--- src/verilog/pc_stack_defs.svh ---
`ifndef PC_STACK_DEFS_SVH
`define PC_STACK_DEFS_SVH

// ----------------------------------------
// widths
// ----------------------------------------
`define PC_WIDTH        13
`define LOW_WIDTH       8
`define UPPER_WIDTH     5
`define TARGET_WIDTH    11
`define DATA_WIDTH      8
`define STACK_DEPTH     8
`define PTR_WIDTH       3

// ----------------------------------------
// field positions
// ----------------------------------------
`define PC_LOW_MSB      7
`define PC_UPPER_LSB    8
`define PC_MSB          12
`define PC_PAGE_LSB     11
`define LATCH_MSB       4
`define LATCH_PAGE_LSB  3

// ----------------------------------------
// reset values and steps
// ----------------------------------------
`define PC_RESET        13'h0000
`define LATCH_RESET     5'h00
`define LOW_RESET       8'h00
`define PTR_RESET       3'h0
`define PTR_STEP        3'h1
`define PC_STEP         13'h0001
`define VECTOR_DEFAULT  13'h0004

`endif

--- src/verilog/pc_stack_pkg.sv ---
`default_nettype none

`include "pc_stack_defs.svh"

package pc_stack_pkg;

    // ----------------------------------------
    // core operations, one per accepted cycle
    // ----------------------------------------
    typedef enum logic [7:0] {
        OP_STEP      = 8'h01,
        OP_WRITE_LOW = 8'h02,
        OP_JUMP      = 8'h04,
        OP_CALL      = 8'h08,
        OP_RETURN    = 8'h10,
        OP_RET_LIT   = 8'h20,
        OP_RET_INT   = 8'h40,
        OP_IRQ       = 8'h80
    } op_t;

    // ----------------------------------------
    // request carried from the decoder
    // ----------------------------------------
    typedef struct packed {
        op_t                        op;
        logic [`TARGET_WIDTH-1:0]   target;
        logic [`DATA_WIDTH-1:0]     data;
    } cmd_t;

    // ----------------------------------------
    // block state
    // ----------------------------------------
    typedef struct packed {
        logic [`PC_WIDTH-1:0]       pc;
        logic [`UPPER_WIDTH-1:0]    latch;
        logic [`LOW_WIDTH-1:0]      low_byte;
    } pc_state_t;

    typedef struct packed {
        logic [`PTR_WIDTH-1:0]      ptr;
    } ptr_state_t;

endpackage

`default_nettype wire

--- src/verilog/pc_call_stack.sv ---
`default_nettype none

`include "pc_stack_defs.svh"

module pc_call_stack #(
    parameter logic [`PC_WIDTH-1:0] VECTOR_ADDR = `VECTOR_DEFAULT
) (
    input  wire logic                      clk_in,
    input  wire logic                      sys_rst_in,
    input  wire logic                      cmd_valid_in,
    input  wire pc_stack_pkg::cmd_t        cmd_in,
    input  wire logic                      latch_wr_in,
    input  wire logic [`DATA_WIDTH-1:0]    latch_data_in,
    output var  logic [`PC_WIDTH-1:0]      pc_out,
    output var  logic [`LOW_WIDTH-1:0]     counter_low_byte_reg_out,
    output var  logic [`DATA_WIDTH-1:0]    high_address_holding_latch_out
);

    // ----------------------------------------
    // state
    // ----------------------------------------
    pc_stack_pkg::pc_state_t       state;
    pc_stack_pkg::pc_state_t       next_state;

    logic                          push;
    logic                          pop;
    logic [`PTR_WIDTH-1:0]         ptr;
    logic [`PTR_WIDTH-1:0]         next_ptr;
    logic [`PTR_WIDTH-1:0]         rd_addr;
    logic [`PC_WIDTH-1:0]          push_value;
    logic [`PC_WIDTH-1:0]          top_value;
    logic [`PC_WIDTH-1:0]          seq_pc;
    logic [`PC_WIDTH-1:0]          branch_pc;
    logic [`PC_WIDTH-1:0]          low_write_pc;
    logic [`UPPER_WIDTH-1:0]       counter_upper_bits;

    // ----------------------------------------
    // address candidates
    // ----------------------------------------
    always_comb begin
        seq_pc = state.pc + `PC_STEP;
    end

    always_comb begin
        branch_pc = {state.latch[`LATCH_MSB:`LATCH_PAGE_LSB],
                     cmd_in.target};
    end

    always_comb begin
        counter_upper_bits = state.latch;
        low_write_pc       = {counter_upper_bits, cmd_in.data};
    end

    // ----------------------------------------
    // stack control
    // ----------------------------------------
    always_comb begin
        push       = 1'b0;
        pop        = 1'b0;
        push_value = seq_pc;
        if (cmd_valid_in) begin
            case (cmd_in.op)
                pc_stack_pkg::OP_CALL: begin
                    push       = 1'b1;
                    push_value = seq_pc;
                end
                pc_stack_pkg::OP_IRQ: begin
                    push       = 1'b1;
                    push_value = state.pc;
                end
                pc_stack_pkg::OP_RETURN,
                pc_stack_pkg::OP_RET_LIT,
                pc_stack_pkg::OP_RET_INT: begin
                    pop = 1'b1;
                end
                default: begin
                    push = 1'b0;
                    pop  = 1'b0;
                end
            endcase
        end
    end

    always_comb begin
        rd_addr = next_ptr - `PTR_STEP;
    end

    // ----------------------------------------
    // hidden pointer and storage
    // ----------------------------------------
    stack_pointer u_stack_pointer (
        .clk_in       (clk_in),
        .sys_rst_in   (sys_rst_in),
        .push_in      (push),
        .pop_in       (pop),
        .ptr_out      (ptr),
        .next_ptr_out (next_ptr)
    );

    return_stack_mem #(
        .DEPTH  (`STACK_DEPTH),
        .WIDTH  (`PC_WIDTH),
        .ADDR_W (`PTR_WIDTH)
    ) u_return_stack_mem (
        .clk_in      (clk_in),
        .sys_rst_in  (sys_rst_in),
        .wr_en_in    (push),
        .wr_addr_in  (ptr),
        .wr_data_in  (push_value),
        .rd_addr_in  (rd_addr),
        .rd_data_out (top_value)
    );

    // ----------------------------------------
    // program counter and holding latch
    // ----------------------------------------
    always_comb begin
        next_state = state;
        if (latch_wr_in) begin
            next_state.latch = latch_data_in[`LATCH_MSB:0];
        end
        if (cmd_valid_in) begin
            case (cmd_in.op)
                pc_stack_pkg::OP_STEP: begin
                    next_state.pc = seq_pc;
                end
                pc_stack_pkg::OP_WRITE_LOW: begin
                    next_state.pc = low_write_pc;
                end
                pc_stack_pkg::OP_JUMP,
                pc_stack_pkg::OP_CALL: begin
                    next_state.pc = branch_pc;
                end
                pc_stack_pkg::OP_IRQ: begin
                    next_state.pc = VECTOR_ADDR;
                end
                pc_stack_pkg::OP_RETURN,
                pc_stack_pkg::OP_RET_LIT,
                pc_stack_pkg::OP_RET_INT: begin
                    next_state.pc = top_value;
                end
                default: begin
                    next_state.pc = state.pc;
                end
            endcase
        end
        next_state.low_byte = next_state.pc[`PC_LOW_MSB:0];
    end

    always_ff @(posedge clk_in or posedge sys_rst_in) begin
        if (sys_rst_in) begin
            state.pc       <= `PC_RESET;
            state.latch    <= `LATCH_RESET;
            state.low_byte <= `LOW_RESET;
        end else begin
            state <= next_state;
        end
    end

    // ----------------------------------------
    // outputs
    // ----------------------------------------
    assign pc_out                         = state.pc;
    assign counter_low_byte_reg_out       = state.low_byte;
    assign high_address_holding_latch_out = {3'h0, state.latch};

endmodule

`default_nettype wire

--- src/verilog/return_stack_mem.sv ---
`default_nettype none

`include "pc_stack_defs.svh"

module return_stack_mem #(
    parameter int DEPTH     = `STACK_DEPTH,
    parameter int WIDTH     = `PC_WIDTH,
    parameter int ADDR_W    = `PTR_WIDTH
) (
    input  wire logic              clk_in,
    input  wire logic              sys_rst_in,
    input  wire logic              wr_en_in,
    input  wire logic [ADDR_W-1:0] wr_addr_in,
    input  wire logic [WIDTH-1:0]  wr_data_in,
    input  wire logic [ADDR_W-1:0] rd_addr_in,
    output var  logic [WIDTH-1:0]  rd_data_out
);

    // ----------------------------------------
    // storage, separate from program and data space
    // ----------------------------------------
    logic [WIDTH-1:0] mem [DEPTH];
    logic [WIDTH-1:0] next_rd_data;

    always_comb begin
        if (wr_en_in && (wr_addr_in == rd_addr_in)) begin
            next_rd_data = wr_data_in;
        end else begin
            next_rd_data = mem[rd_addr_in];
        end
    end

    always_ff @(posedge clk_in) begin
        if (wr_en_in) begin
            mem[wr_addr_in] <= wr_data_in;
        end
    end

    always_ff @(posedge clk_in or posedge sys_rst_in) begin
        if (sys_rst_in) begin
            rd_data_out <= '0;
        end else begin
            rd_data_out <= next_rd_data;
        end
    end

endmodule

`default_nettype wire

--- src/verilog/stack_pointer.sv ---
`default_nettype none

`include "pc_stack_defs.svh"

module stack_pointer (
    input  wire logic                  clk_in,
    input  wire logic                  sys_rst_in,
    input  wire logic                  push_in,
    input  wire logic                  pop_in,
    output var  logic [`PTR_WIDTH-1:0] ptr_out,
    output var  logic [`PTR_WIDTH-1:0] next_ptr_out
);

    // ----------------------------------------
    // circular pointer, wraps silently both ways
    // ----------------------------------------
    pc_stack_pkg::ptr_state_t state;
    pc_stack_pkg::ptr_state_t next_state;

    always_comb begin
        next_state = state;
        if (push_in) begin
            next_state.ptr = state.ptr + `PTR_STEP;
        end else if (pop_in) begin
            next_state.ptr = state.ptr - `PTR_STEP;
        end
    end

    always_ff @(posedge clk_in or posedge sys_rst_in) begin
        if (sys_rst_in) begin
            state.ptr <= `PTR_RESET;
        end else begin
            state <= next_state;
        end
    end

    assign ptr_out      = state.ptr;
    assign next_ptr_out = next_state.ptr;

endmodule

`default_nettype wire

--- config.mk ---
export PLATFORM = sky130hd
export DESIGN_NAME = pc_call_stack
export DESIGN_NICKNAME = d
export VERILOG_FILES = /design/src/verilog/pc_stack_pkg.sv /design/src/verilog/pc_call_stack.sv /design/src/verilog/return_stack_mem.sv /design/src/verilog/stack_pointer.sv
export VERILOG_INCLUDE_DIRS = /design/src /design/src/verilog
export SDC_FILE = /design/constraint.sdc
export NUM_CORES = 1
export LEC_CHECK = 0
export BUFFER_PORTS_ARGS = -buffer_cell sky130_fd_sc_hd__buf_2
export CORE_MARGIN = 4
export CORE_UTILIZATION = 35
export CTS_BUF_LIST = sky130_fd_sc_hd__clkbuf_4 sky130_fd_sc_hd__clkbuf_8 sky130_fd_sc_hd__clkbuf_16
export DETAILED_ROUTE_END_ITERATION = 8
export GPL_TIMING_DRIVEN = 0
export PLACE_DENSITY = 0.57
export SYNTH_ARGS = -nofsm -noshare
export SYNTH_HDL_FRONTEND = slang
export SYNTH_SLANG_ARGS = --single-unit
--- constraint.sdc ---
create_clock -name clk_in -period 6.9 [get_ports clk_in]
set_input_delay 1.035 -clock clk_in [delete_from_list [all_inputs] [get_ports clk_in]]
set_output_delay 1.035 -clock clk_in [all_outputs]
set_load 0.05 [all_outputs]
# == After elaboration in Yosys (flattened, before gate mapping) ==
# Memory sizes are Yosys's and may differ from the RTL's. A register that Yosys moved wholly into a read port is not among the register bits.
# Cells that the tools add are included.
# word_totals
mem_count,1
ramBits,104
out_inout_bits,29
register_bits,21
inputBits,39
# memory_table
memory,depth,word_bits,rd,rd_ports_with_merged_regs,write_ports,line,source
u_return_stack_mem.mem,8,13,1,1,1,return_stack_mem.sv:22,logic [WIDTH-1:0] mem [DEPTH];
# op_classes
addsub,4
n_mux,11
eq_ne,8
reduce_logical,5
# op_table
cell,n
13-bit one-hot mux with 5 select lines,1
13-bit two-way mux,2
13-bit by 1-bit adder with 13-bit output (second input constant),1
8-bit by 1-bit == test with 1-bit output (second input constant),1
8-bit by 2-bit == test with 1-bit output (second input constant),1
8-bit by 3-bit == test with 1-bit output (second input constant),1
8-bit by 4-bit == test with 1-bit output (second input constant),1
8-bit by 5-bit == test with 1-bit output (second input constant),1
8-bit by 6-bit == test with 1-bit output (second input constant),1
8-bit by 7-bit == test with 1-bit output (second input constant),1
8-bit == test (second input constant),1
1-bit two-way mux,6
3-bit two-way mux,2
3-bit by 1-bit subtractor with 3-bit output (second input constant),2
5-bit nonzero test,1
2-bit OR reduction,2
3-bit by 1-bit adder with 3-bit output (second input constant),1
3-bit OR reduction,1
2-bit AND reduction,1

# == Depth between registers and ports, before layout ==
# Gate-level depths: netlist of run 1.
# depth
ltp_word,7
ltp_mapped,13
mapped_depth_nobuf,9

# == Hierarchy ==
# From an unflattened synthesis of run 1, not the netlist that was laid out.
# unflattened
hier_cells,419
area_unflattened_um2,6541.3
# by_module_without_submodules
mod,area_each_um2,seq_area_each_um2,cells_each,n_inst
return_stack_mem,4574.4,3448.3,196,1
pc_call_stack,1780.5,450.4,206,1
stack_pointer,186.4,75.1,17,1

# == Least setup slack after synthesis of run 1 ==
# OpenSTA, ideal clock, no wires.
# synth_path
path_type,input port to flip-flop
start,input port cmd_valid_in
end,memory u_return_stack_mem.mem[0][0] in the netlist's numbering (enable)
t_required_ns,6.500
t_arrival_ns,3.552
n_path_buf,2
slack_ns,2.949
path_stages,6
cell_sequence,buf_4 > or3b_1 > nor4_2 > clkbuf_1 > nand2_1 > nor3_1
# synth_between
elab_chain_cells,3
# synth_lines
item,line,source
from (decl),pc_call_stack.sv:10,"input wire logic cmd_valid_in,"
1-bit two-way mux,pc_call_stack.sv:61,if (cmd_valid_in) begin
1-bit two-way mux,return_stack_mem.sv:34,if (wr_en_in) begin
1-bit two-way mux (not written as such),return_stack_mem.sv:35,mem[wr_addr_in] <= wr_data_in;
to (decl),return_stack_mem.sv:22,
# Every way passes these cells.

# == Worst setup path in the final report of run 1 ==
# layout_path
start,input port cmd_in[25] in the netlist's numbering
end,"register u_return_stack_mem.rd_data_out[5], read port of u_return_stack_mem.mem"
# layout_between
elab_chain_cells,7
word_cells_on_any_way,14
# layout_lines
item,line,source
from (decl),pc_call_stack.sv:11,"input wire pc_stack_pkg::cmd_t cmd_in,"
8-bit by 5-bit == test with 1-bit output (tied with other cells),pc_call_stack.sv:62,case (cmd_in.op)
3-bit OR reduction,pc_call_stack.sv:62,
1-bit two-way mux,pc_call_stack.sv:62,
1-bit two-way mux,pc_call_stack.sv:61,
3-bit two-way mux,stack_pointer.sv:24,end else if (pop_in) begin
3-bit two-way mux *,stack_pointer.sv:22,if (push_in) begin
via next_ptr[2],pc_call_stack.sv:28,logic [`PTR_WIDTH-1:0] next_ptr;
3-bit by 1-bit subtractor with 3-bit output (no line) *,n/a,
to (decl),return_stack_mem.sv:16,output var logic [WIDTH-1:0] rd_data_out
# The timed path passes the listed nets; every way through them passes the cells marked *.
# A chain may end at the register's enable or synchronous reset.

==> summary by stage, run 1 <==
Synth
In this run, distinct cell masters in the synthesized netlist total 61. In this run, synthesis produced a sequential element count of 138. Yosys attributes the largest share of cell area to edfxtp_1 47%, dfrtp_1 13%, mux4_2 3.7%.

The netlist area before placement is 0.00670 sq mm. For this run, asynchronously set or reset flops after synthesis account for 24.6%. For this run, the leading register cell type out of synthesis is edfxtp_1. The portion of synthesized cell area occupied by the leading cell type is 46.6%. The share of the yosys chip area belonging to registers is 59.4%. Counting every instance in the synthesized netlist gives 506.

The most frequent cell after synthesis is edfxtp_1. Sorting the synthesized cells by how often they occur yields 104 x edfxtp_1, 36 x nand2_1, 34 x dfrtp_1, 30 x nor2_1, 25 x o21ai_0. A synthesized cell averages 13.2 sq um. The Yosys warning count is 0. The number of flops mapped to enable cells by yosys is 104.

The synthesized design spends more area on one cell type than any other, namely edfxtp_1.

Drt
The count of nets left with antenna violations after detail routing is 0. After detailed routing, the total wire length is 17.4 mm. The starting DRC count in detailed routing is 473.

The via density per instance is 5.56. For this run, the detailed router's first-pass iteration total came to 8. Detailed routing inserted a total of 4678 vias.

The post-detailed-route wirelength per cell is 20.6 um. The DRC violations left is 0.

Final layout
The antenna diode count is 0. The layout has 1698 filler cells. Cells with a size suffix above 1 make up 25.7% of the layout.

The area growth from synthesis to layout is 19.5%. The final layout contains 636 nets. Once layout is complete, the utilization of the core stands at 42.6%.

Place
The count of buffers added on input and output ports is 60. The detailed placement HPWL is 12.6 mm. The weighted congestion at the end of routability-driven global placement is 0.903.

Floorplanning
Row generation in the floorplan step produced 50 rows. In this run the count of I/O pins placed on the die edge is 68. The overall die area is 0.0214 sq mm. Measured along the x axis, the die boundary spans 146 um. The placeable core region is 0.0188 sq mm. In this run the vertical extent of the chip is 146 um. For this configuration, the core starts out at a cell density of 35.7%.

Clock network
For this design, the sink count on the clock tree is 138. After clock tree synthesis, the setup repair step added 0 buffers. The cell at the root of the clock tree is clkbuf_16.

The clock passes through at most 2 buffers. The number of hold buffers added after CTS was 0. The number of gates resized after CTS was 0. The number of clock buffers inserted by TritonCTS is 17.

CTS built an H-tree with a depth of 4. The clock network latency to the later pin of the worst-skew pair is 420 ps. The clock tree from TritonCTS is done. Clock-pin slew was measured on the worst setup and hold paths at 60 ps.

GRT
The number of antenna violations at the first check in global routing is 0. The first global-routing pass estimated 26.8 mm of wire. For this run, the total global-route usage over all layers was measured as 16.4%. Entering global routing, the biggest net connects 35 pins.

Summed over all layers, the global routing overflow is 0. The number of global-route vias before repair is 4685.

Worst setup path
In this run the register-to-register setup slack is 2770 ps. The largest driver fanout on the critical path is 10. The type of element launching the critical path is a primary input. The type of the worst setup path is in2reg.

Data arrives at the worst endpoint at 4820 ps. The endpoint type of the worst setup path is a flop. The required arrival time at the worst endpoint is 7180 ps.

Outcome
The run finished with clean final reports.

Timing
After layout, the minimum clock period comes to 4540 ps. The worst hold margin is 551 ps. The final max-slew violation count was 0. The max-slew headroom at the worst pin is 20.4%.

Setup repair after global routing left no endpoint under its margin. After layout, the worst path uses 65.8% of the clock period. The final hold violation count was 0.

At the pin with the least slew margin, the transition time is 1180 ps. The worst clock skew is 9.61 ps. After routing, the total negative slack on setup checks comes to 0 ps.

The total of endpoints with negative setup slack in the final report is 0. The peak clock frequency supported by timing is 220 MHz.

Pwr
The power density of the placed cells is 337 mW/mm^2. The analysis attributes to cell leakage a power of 3.05 nW. The worst-case IR drop observed on VDD is 163 uV.

Flow run
The tool flagged a number of max-cap violations equal to 0.

Hold path
The worst min-delay path class is reg2reg.
==> worst max-delay path, cell delays in order <==
cell     delay [ps]
buf_2           130
or3_1           360
buf_2           160
nor4_2          990
a32oi_1         180
xor2_1          480
inv_1           270
xnor2_1         730
mux2i_1         360
a21oi_1         110
==> path summary, 6_finish.rpt <==
kind / start / to / cells after the start
max in group asynchronous: sys_rst_in / counter_upper_bits[1]$_DFFE_PP0P_ / 2
worst min register to register: counter_upper_bits[0]$_DFFE_PP0P_ / counter_upper_bits[0]$_DFFE_PP0P_ / 1
worst max register to register: u_stack_pointer.ptr_out[1]$_DFF_PP0_ / u_return_stack_mem.rd_data_out[12]$_DFF_PP0_ / 10
worst min-delay path: counter_upper_bits[0]$_DFFE_PP0P_ / counter_upper_bits[0]$_DFFE_PP0P_ / 1
worst max-delay path: cmd_in[25] / u_return_stack_mem.rd_data_out[5]$_DFF_PP0_ / 10
min in group asynchronous: sys_rst_in / counter_low_byte_reg_out[3]$_DFFE_PP0P_ / 2
==> metal layers <==
layer  routed length (um)  track usage (%)
met3                 1310             4.16
met4                  402             6.49
met5                    0                0
met2                 8360             27.0
met1                 7290             20.7
==> kinds of logic after synthesis <==
logic type	count (synthesis)	share of synthesized area (%)
adders and majority gates	3	0.561
DFF	138	59.4
other	1	0.0560
xor gates and xnor gates	18	2.47
buffers and inverters	58	4.26
and+or+nand+nor	124	9.03
AOI/OAI and AO/OA	117	13.0
muxes	47	11.3
==> area by class of cell <==
| type | instances | area (sq um) | share of cell area [%] |
|---|---|---|---|
| sequential | 138 | 3970 | 49.7 |
| multi-input combinational | 312 | 2460 | 30.8 |
| clock buffer | 18 | 433 | 5.41 |
| timing repair buffer | 67 | 383 | 4.78 |
| tap | 234 | 293 | 3.66 |
| buffer | 42 | 225 | 2.81 |
| clock inverter | 14 | 171 | 2.14 |
| inverter | 16 | 60.1 | 0.750 |
==> cells in the final DEF (no fill, tap or decap), drive strengths merged, types with 4 or more instances in the layout <==
cell type	n
a211oi	6
a21oi	16
a222oi	11
a22o	11
a22oi	4
a31oi	7
a32oi	4
and3	4
buf	87
clkbuf	40
clkinv	7
dfrtp	34
edfxtp	104
inv	18
mux2	11
mux2i	17
mux4	19
nand2	36
nand2b	10
nand3	13
nor2	30
nor3	11
o211ai	4
o21ai	25
o31ai	8
or3	5
xnor2	11
xor2	7
==> power breakdown <==
group	internal (mW)	total [mW]	leakage (nW)	switching [mW]
clock	0.574	0.924	0.295	0.350
sequential	0.986	1.03	1.37	0.0414
combinational	0.284	0.744	1.39	0.460
==> state kept, by name (all words and copies together), names as in the netlist <==
name and flops:
pc_out 5, u_return_stack_mem.rd_data_out 13, counter_upper_bits 5, counter_low_byte_reg_out 8
u_return_stack_mem.mem 104, u_stack_pointer.ptr_out 3
==> per-stage QoR <==
stage,setup WS [ps],cells,power (mW),cell area (sq um)
after floorplan,2950,508,1.58,6700
after global placement,1460,802,1.77,7300
after detailed placement,2110,808,1.78,7390
after CTS,2560,840,2.71,7990
after global routing,2210,841,2.81,8000
final,2360,841,2.70,8000
Note: power is estimated with default switching activity, not from simulation.
==> run 2, diff against run 1 <==
--- a/config.mk
+++ b/config.mk
@@ -6,6 +6,7 @@
 export SDC_FILE = /design/constraint.sdc
 export NUM_CORES = 1
 export LEC_CHECK = 0
+export ABC_AREA = 1
 export BUFFER_PORTS_ARGS = -buffer_cell sky130_fd_sc_hd__buf_2
 export CORE_MARGIN = 4
 export CORE_UTILIZATION = 35
==> constraint.sdc (replaced) <==
create_clock -name clk_in -period 4.7 [get_ports clk_in]
set_input_delay 0.705 -clock clk_in [delete_from_list [all_inputs] [get_ports clk_in]]
set_output_delay 0.705 -clock clk_in [all_outputs]
set_load 0.05 [all_outputs]
==> run 2 against run 1 <==
Critical endpoint is now u_return_stack_mem.mem[0][9]$_DFFE_PP_. Global-route usage down 0.38 points. Setup slack worse by 580 ps. Highest routed layer unchanged. Cell count up 30%. Final area up 1.5%. Sequential power up 61%. Synthesized cell count up 45%. Non-clock buffer count down 3. Utilization up 0.50 points. Clock power up 57%.
==> summary by stage, run 2 <==
Outcome
The flow ran to the end, and the final reports show no timing, DRC or antenna violations.

GRT
The maximum number of pins on one net before global-route repair was 35 (unchanged). The global router's overall resource usage came to 16.0% (-0.38 points). The number of antenna violations at the first check in global routing is 0 (unchanged). The aggregate global routing overflow is 0 (unchanged). The number of global-route vias before repair is 4881 (+4.2%). The first-pass GRT wire length is 26.5 mm (-1.1%).

Timing
The total of endpoints with negative setup slack in the final report is 0 (unchanged). The max-slew headroom at the worst pin was 11.2% (-9.2 points). The transition time of the tightest slew-check pin came to 1320 ps (+133 ps). The final hold violation count is 0 (unchanged). The aggregate negative setup slack is 0 ps (unchanged).

The final max-slew violation count came to 0 (unchanged). The portion of the clock cycle consumed by the worst path in the final layout is 62.0%. Based on the critical path, the design can be clocked at up to 343 MHz. The time the final worst path needs with I/O delays and setup is 2920 ps. Setup repair after global routing left no endpoint under its margin. The worst clock skew is 9.22 ps (-0.396 ps).

Pwr
The leakage power came to 3.54 nW (+16%). The worst vdd rail ir drop is 278 uV (+71%). The total design power is 4.47 mW (+66%).

The power density of the placed cells is 551 mW/mm^2 (+64%).

Synth
The distinct cell type count of the synthesized netlist is 31 (-49%). nand2_1 is the most common cell in the netlist. The share of the yosys chip area belonging to registers was 59.0% (-0.35 points). The cell taking the most area after synthesis is edfxtp_1. The number of cells produced by synthesis came to 735 (+45%).

Sorting the synthesized cells by area gives the leading types as edfxtp_1 46%, nand2_1 17%, dfrtp_1 13%. The Yosys warning count was 0 (unchanged). The netlist area before placement is 0.00674 sq mm (+0.60%). Counting instances in the post-synthesis netlist gives the leading cell types as 307 x nand2_1, 104 x edfxtp_1, 53 x nand3_1, 42 x inv_1, 36 x o21ai_0. The number of flops mapped to enable cells by yosys was 104 (unchanged). The average instance area after synthesis was 9.16 sq um (-31%).

Among all flip-flop cells after synthesis, the most frequent one is edfxtp_1. The number of synthesized register bits is 138 (unchanged). The fraction of registers with async set/reset is 24.6% (unchanged). The portion of synthesized cell area occupied by the leading cell type is 46.4% (-0.28 points).

Floorplanning
The standard-cell row count is 50 (unchanged). The overall die area came to 0.0215 sq mm (+0.57%). The top-level I/O count is 68 (unchanged). The placeable core region is 0.0188 sq mm (+0.33%). The vertical die dimension is 147 um (+0.28%).

The effective utilization at floorplan is 35.8% (+0.094 points). The width of the die came to 147 um (+0.28%).

Drt
The DRC violations left was 0 (unchanged). The via density per instance is 4.70 (-16%). The final routed wirelength across all metal layers is 16.9 mm (-2.6%).

The via count is 5146 (+10%). The number of iterations in the first detailed-routing pass is 4 (-4). The count of nets left with antenna violations after detail routing is 0 (unchanged). The starting DRC count in detailed routing came to 357 (-25%). The post-detailed-route wirelength per cell came to 15.4 um (-25%).

Clock network
The total of hold buffers inserted after clock tree synthesis is 0 (unchanged). The clock network latency to the later pin of the worst-skew pair is 420 ps (about the same). The clock tree from TritonCTS is done. The clock input transition at the sequential cells of the worst setup and hold paths is 60 ps (about the same). The buffers inserted during post-CTS setup optimization came to 0 (unchanged).

The number of resized instances in the post-cts repair step is 0 (unchanged). The maximum buffer depth of the clock tree came to 2 (unchanged). The count of clock tree sinks is 138 (unchanged). The cell at the root of the clock tree is clkbuf_16. The CTS H-tree depth was 4 (unchanged). The number of clock buffers inserted by TritonCTS is 17 (unchanged).

Worst setup path
The reg-to-reg startpoint is counter_low_byte_reg_out[0]$_DFFE_PP0P_. The worst setup path is captured at a flop. The type of element launching the critical path is a flop. The type of the worst setup path is reg2reg. The worst-case register-to-register setup slack is 1780 ps (-990 ps).

The number of cell instances on the worst register-to-register path was 7 (-3). The largest driver fanout on the critical path is 9 (-1). The required arrival time at the worst endpoint was 4760 ps (-2420 ps). The worst reg2reg path endpoint is u_return_stack_mem.mem[0][9]$_DFFE_PP_. The critical path data arrival time is 2980 ps (-1840 ps).

Final layout
The number of flip-flops under the largest register name was 104 (unchanged). The top cell types in the final layout, fill and taps aside, are 307 x nand2_1, 104 x edfxtp_1, 69 x buf_2, 53 x nand3_1, 41 x inv_1. The leading cell type in the layout, fill and taps excluded is nand2_1. The area growth from synthesis to layout is 20.6%.

The number of filler cells placed in the layout is 1850 (+9.0%). The fraction of layout cells with a size suffix above 1 was 20.6% (-5.1 points). The area used by multi-input combinational logic came to 0.00237 sq mm (-3.8%). The antenna diode count came to 0 (unchanged).

The register with the highest flop count is u_return_stack_mem.mem. The area of all sequential standard cells is 0.00397 sq mm (unchanged). The count of nets after finishing is 864 (+36%).

Flow run
The max-capacitance violation count came to 0 (unchanged).

Place
The weighted congestion at the end of routability-driven global placement came to 0.874 (-3.2%). The number of buffers inserted by port buffering was 60 (unchanged). The detailed placement HPWL was 12.4 mm (-1.1%).

Hold path
The worst min-delay path class is in2async.
## run 2: cell types whose count changed after synthesis, sizes merged, moves of 13 or more
cell and change:
nand2 +289, nand3 +43, inv +32, mux4 -19, mux2i -17, clkbuf -13
## run 2: stage by stage
step / hold slack (ps) / utilization (%) / std cells / cell area (sq um) / setup slack [ps]
CTS: 483 / 43.1 / 1095 / 8120 / 1820
floorplan: 497 / - / 737 / 6740 / 1980
finish: 398 / 43.1 / 1095 / 8120 / 1780
global route: 472 / 43.1 / 1095 / 8120 / 1630
detailed placement: 525 / 39.7 / 1063 / 7470 / 1510
global placement: 516 / 39.1 / 1057 / 7370 / 660
## run 2: logic make-up (layout without fill, tap and decap cells)
family | after synthesis | after routing | share of synthesized area [%]
DFF | 138 | 138 | 59.0
and+or+nand+nor | 438 | 438 | 27.4
muxes | 3 | 3 | 0.502
adders and majority gates | 3 | 3 | 0.557
other | 1 | 3 | 0.0557
xor gates and xnor gates | 14 | 14 | 1.82
buffers and inverters | 88 | 186 | 6.41
AOI/OAI and AO/OA | 50 | 50 | 4.27
## run 2: cell type report
type	count	share of cell area, %
plain buffers	40	3.10
clock buffers	22	5.93
clock inverters	10	2.05
inverters	48	2.22
multi-input cells	511	29.2
flip-flops and latches	138	48.9
well taps	260	4.00
repair buffers	66	4.62
## run 2: how the worst max path moves through the flow
stage	startpoint	slack (ps)	end	cells past startpoint
floorplan	cmd_in[21]	1980	u_return_stack_mem.mem[1][0]$_DFFE_PP_	9
global placement	cmd_in[21]	660	u_return_stack_mem.mem[2][11]$_DFFE_PP_	10
detailed placement	cmd_in[21]	1510	u_return_stack_mem.mem[6][4]$_DFFE_PP_	10
CTS	counter_low_byte_reg_out[0]$_DFFE_PP0P_	1820	u_return_stack_mem.mem[1][12]$_DFFE_PP_	7
global route	counter_low_byte_reg_out[0]$_DFFE_PP0P_	1630	u_return_stack_mem.mem[1][12]$_DFFE_PP_	7
finish	counter_low_byte_reg_out[0]$_DFFE_PP0P_	1780	u_return_stack_mem.mem[0][9]$_DFFE_PP_	7
## run 2: per-layer routing
metal,track usage (%),share of wire [%],up-vias
met4,4.09,0.83,0
met3,3.61,4.1,14
li1,-,-,2574
met5,0,0,-
met2,25.7,47,92
met1,22.0,48,2466
## run 2: power by group
part / leakage (nW) / internal (mW) / total, mW / switching [mW]
combinational: 1.90 / 0.371 / 1.37 / 1.00
clock: 0.313 / 0.943 / 1.45 / 0.504
sequential: 1.32 / 1.56 / 1.66 / 0.0960
total: 3.54 / 2.87 / 4.47 / 1.60
## run 2: critical path, stage by stage (launching register included)
cell and delay, ps:
dfrtp_1 530, nand3_1 190, nor2_1 120, nand2_1 110
nor3_1 370, nand3_1 170, xor2_1 180, o21ai_0 880
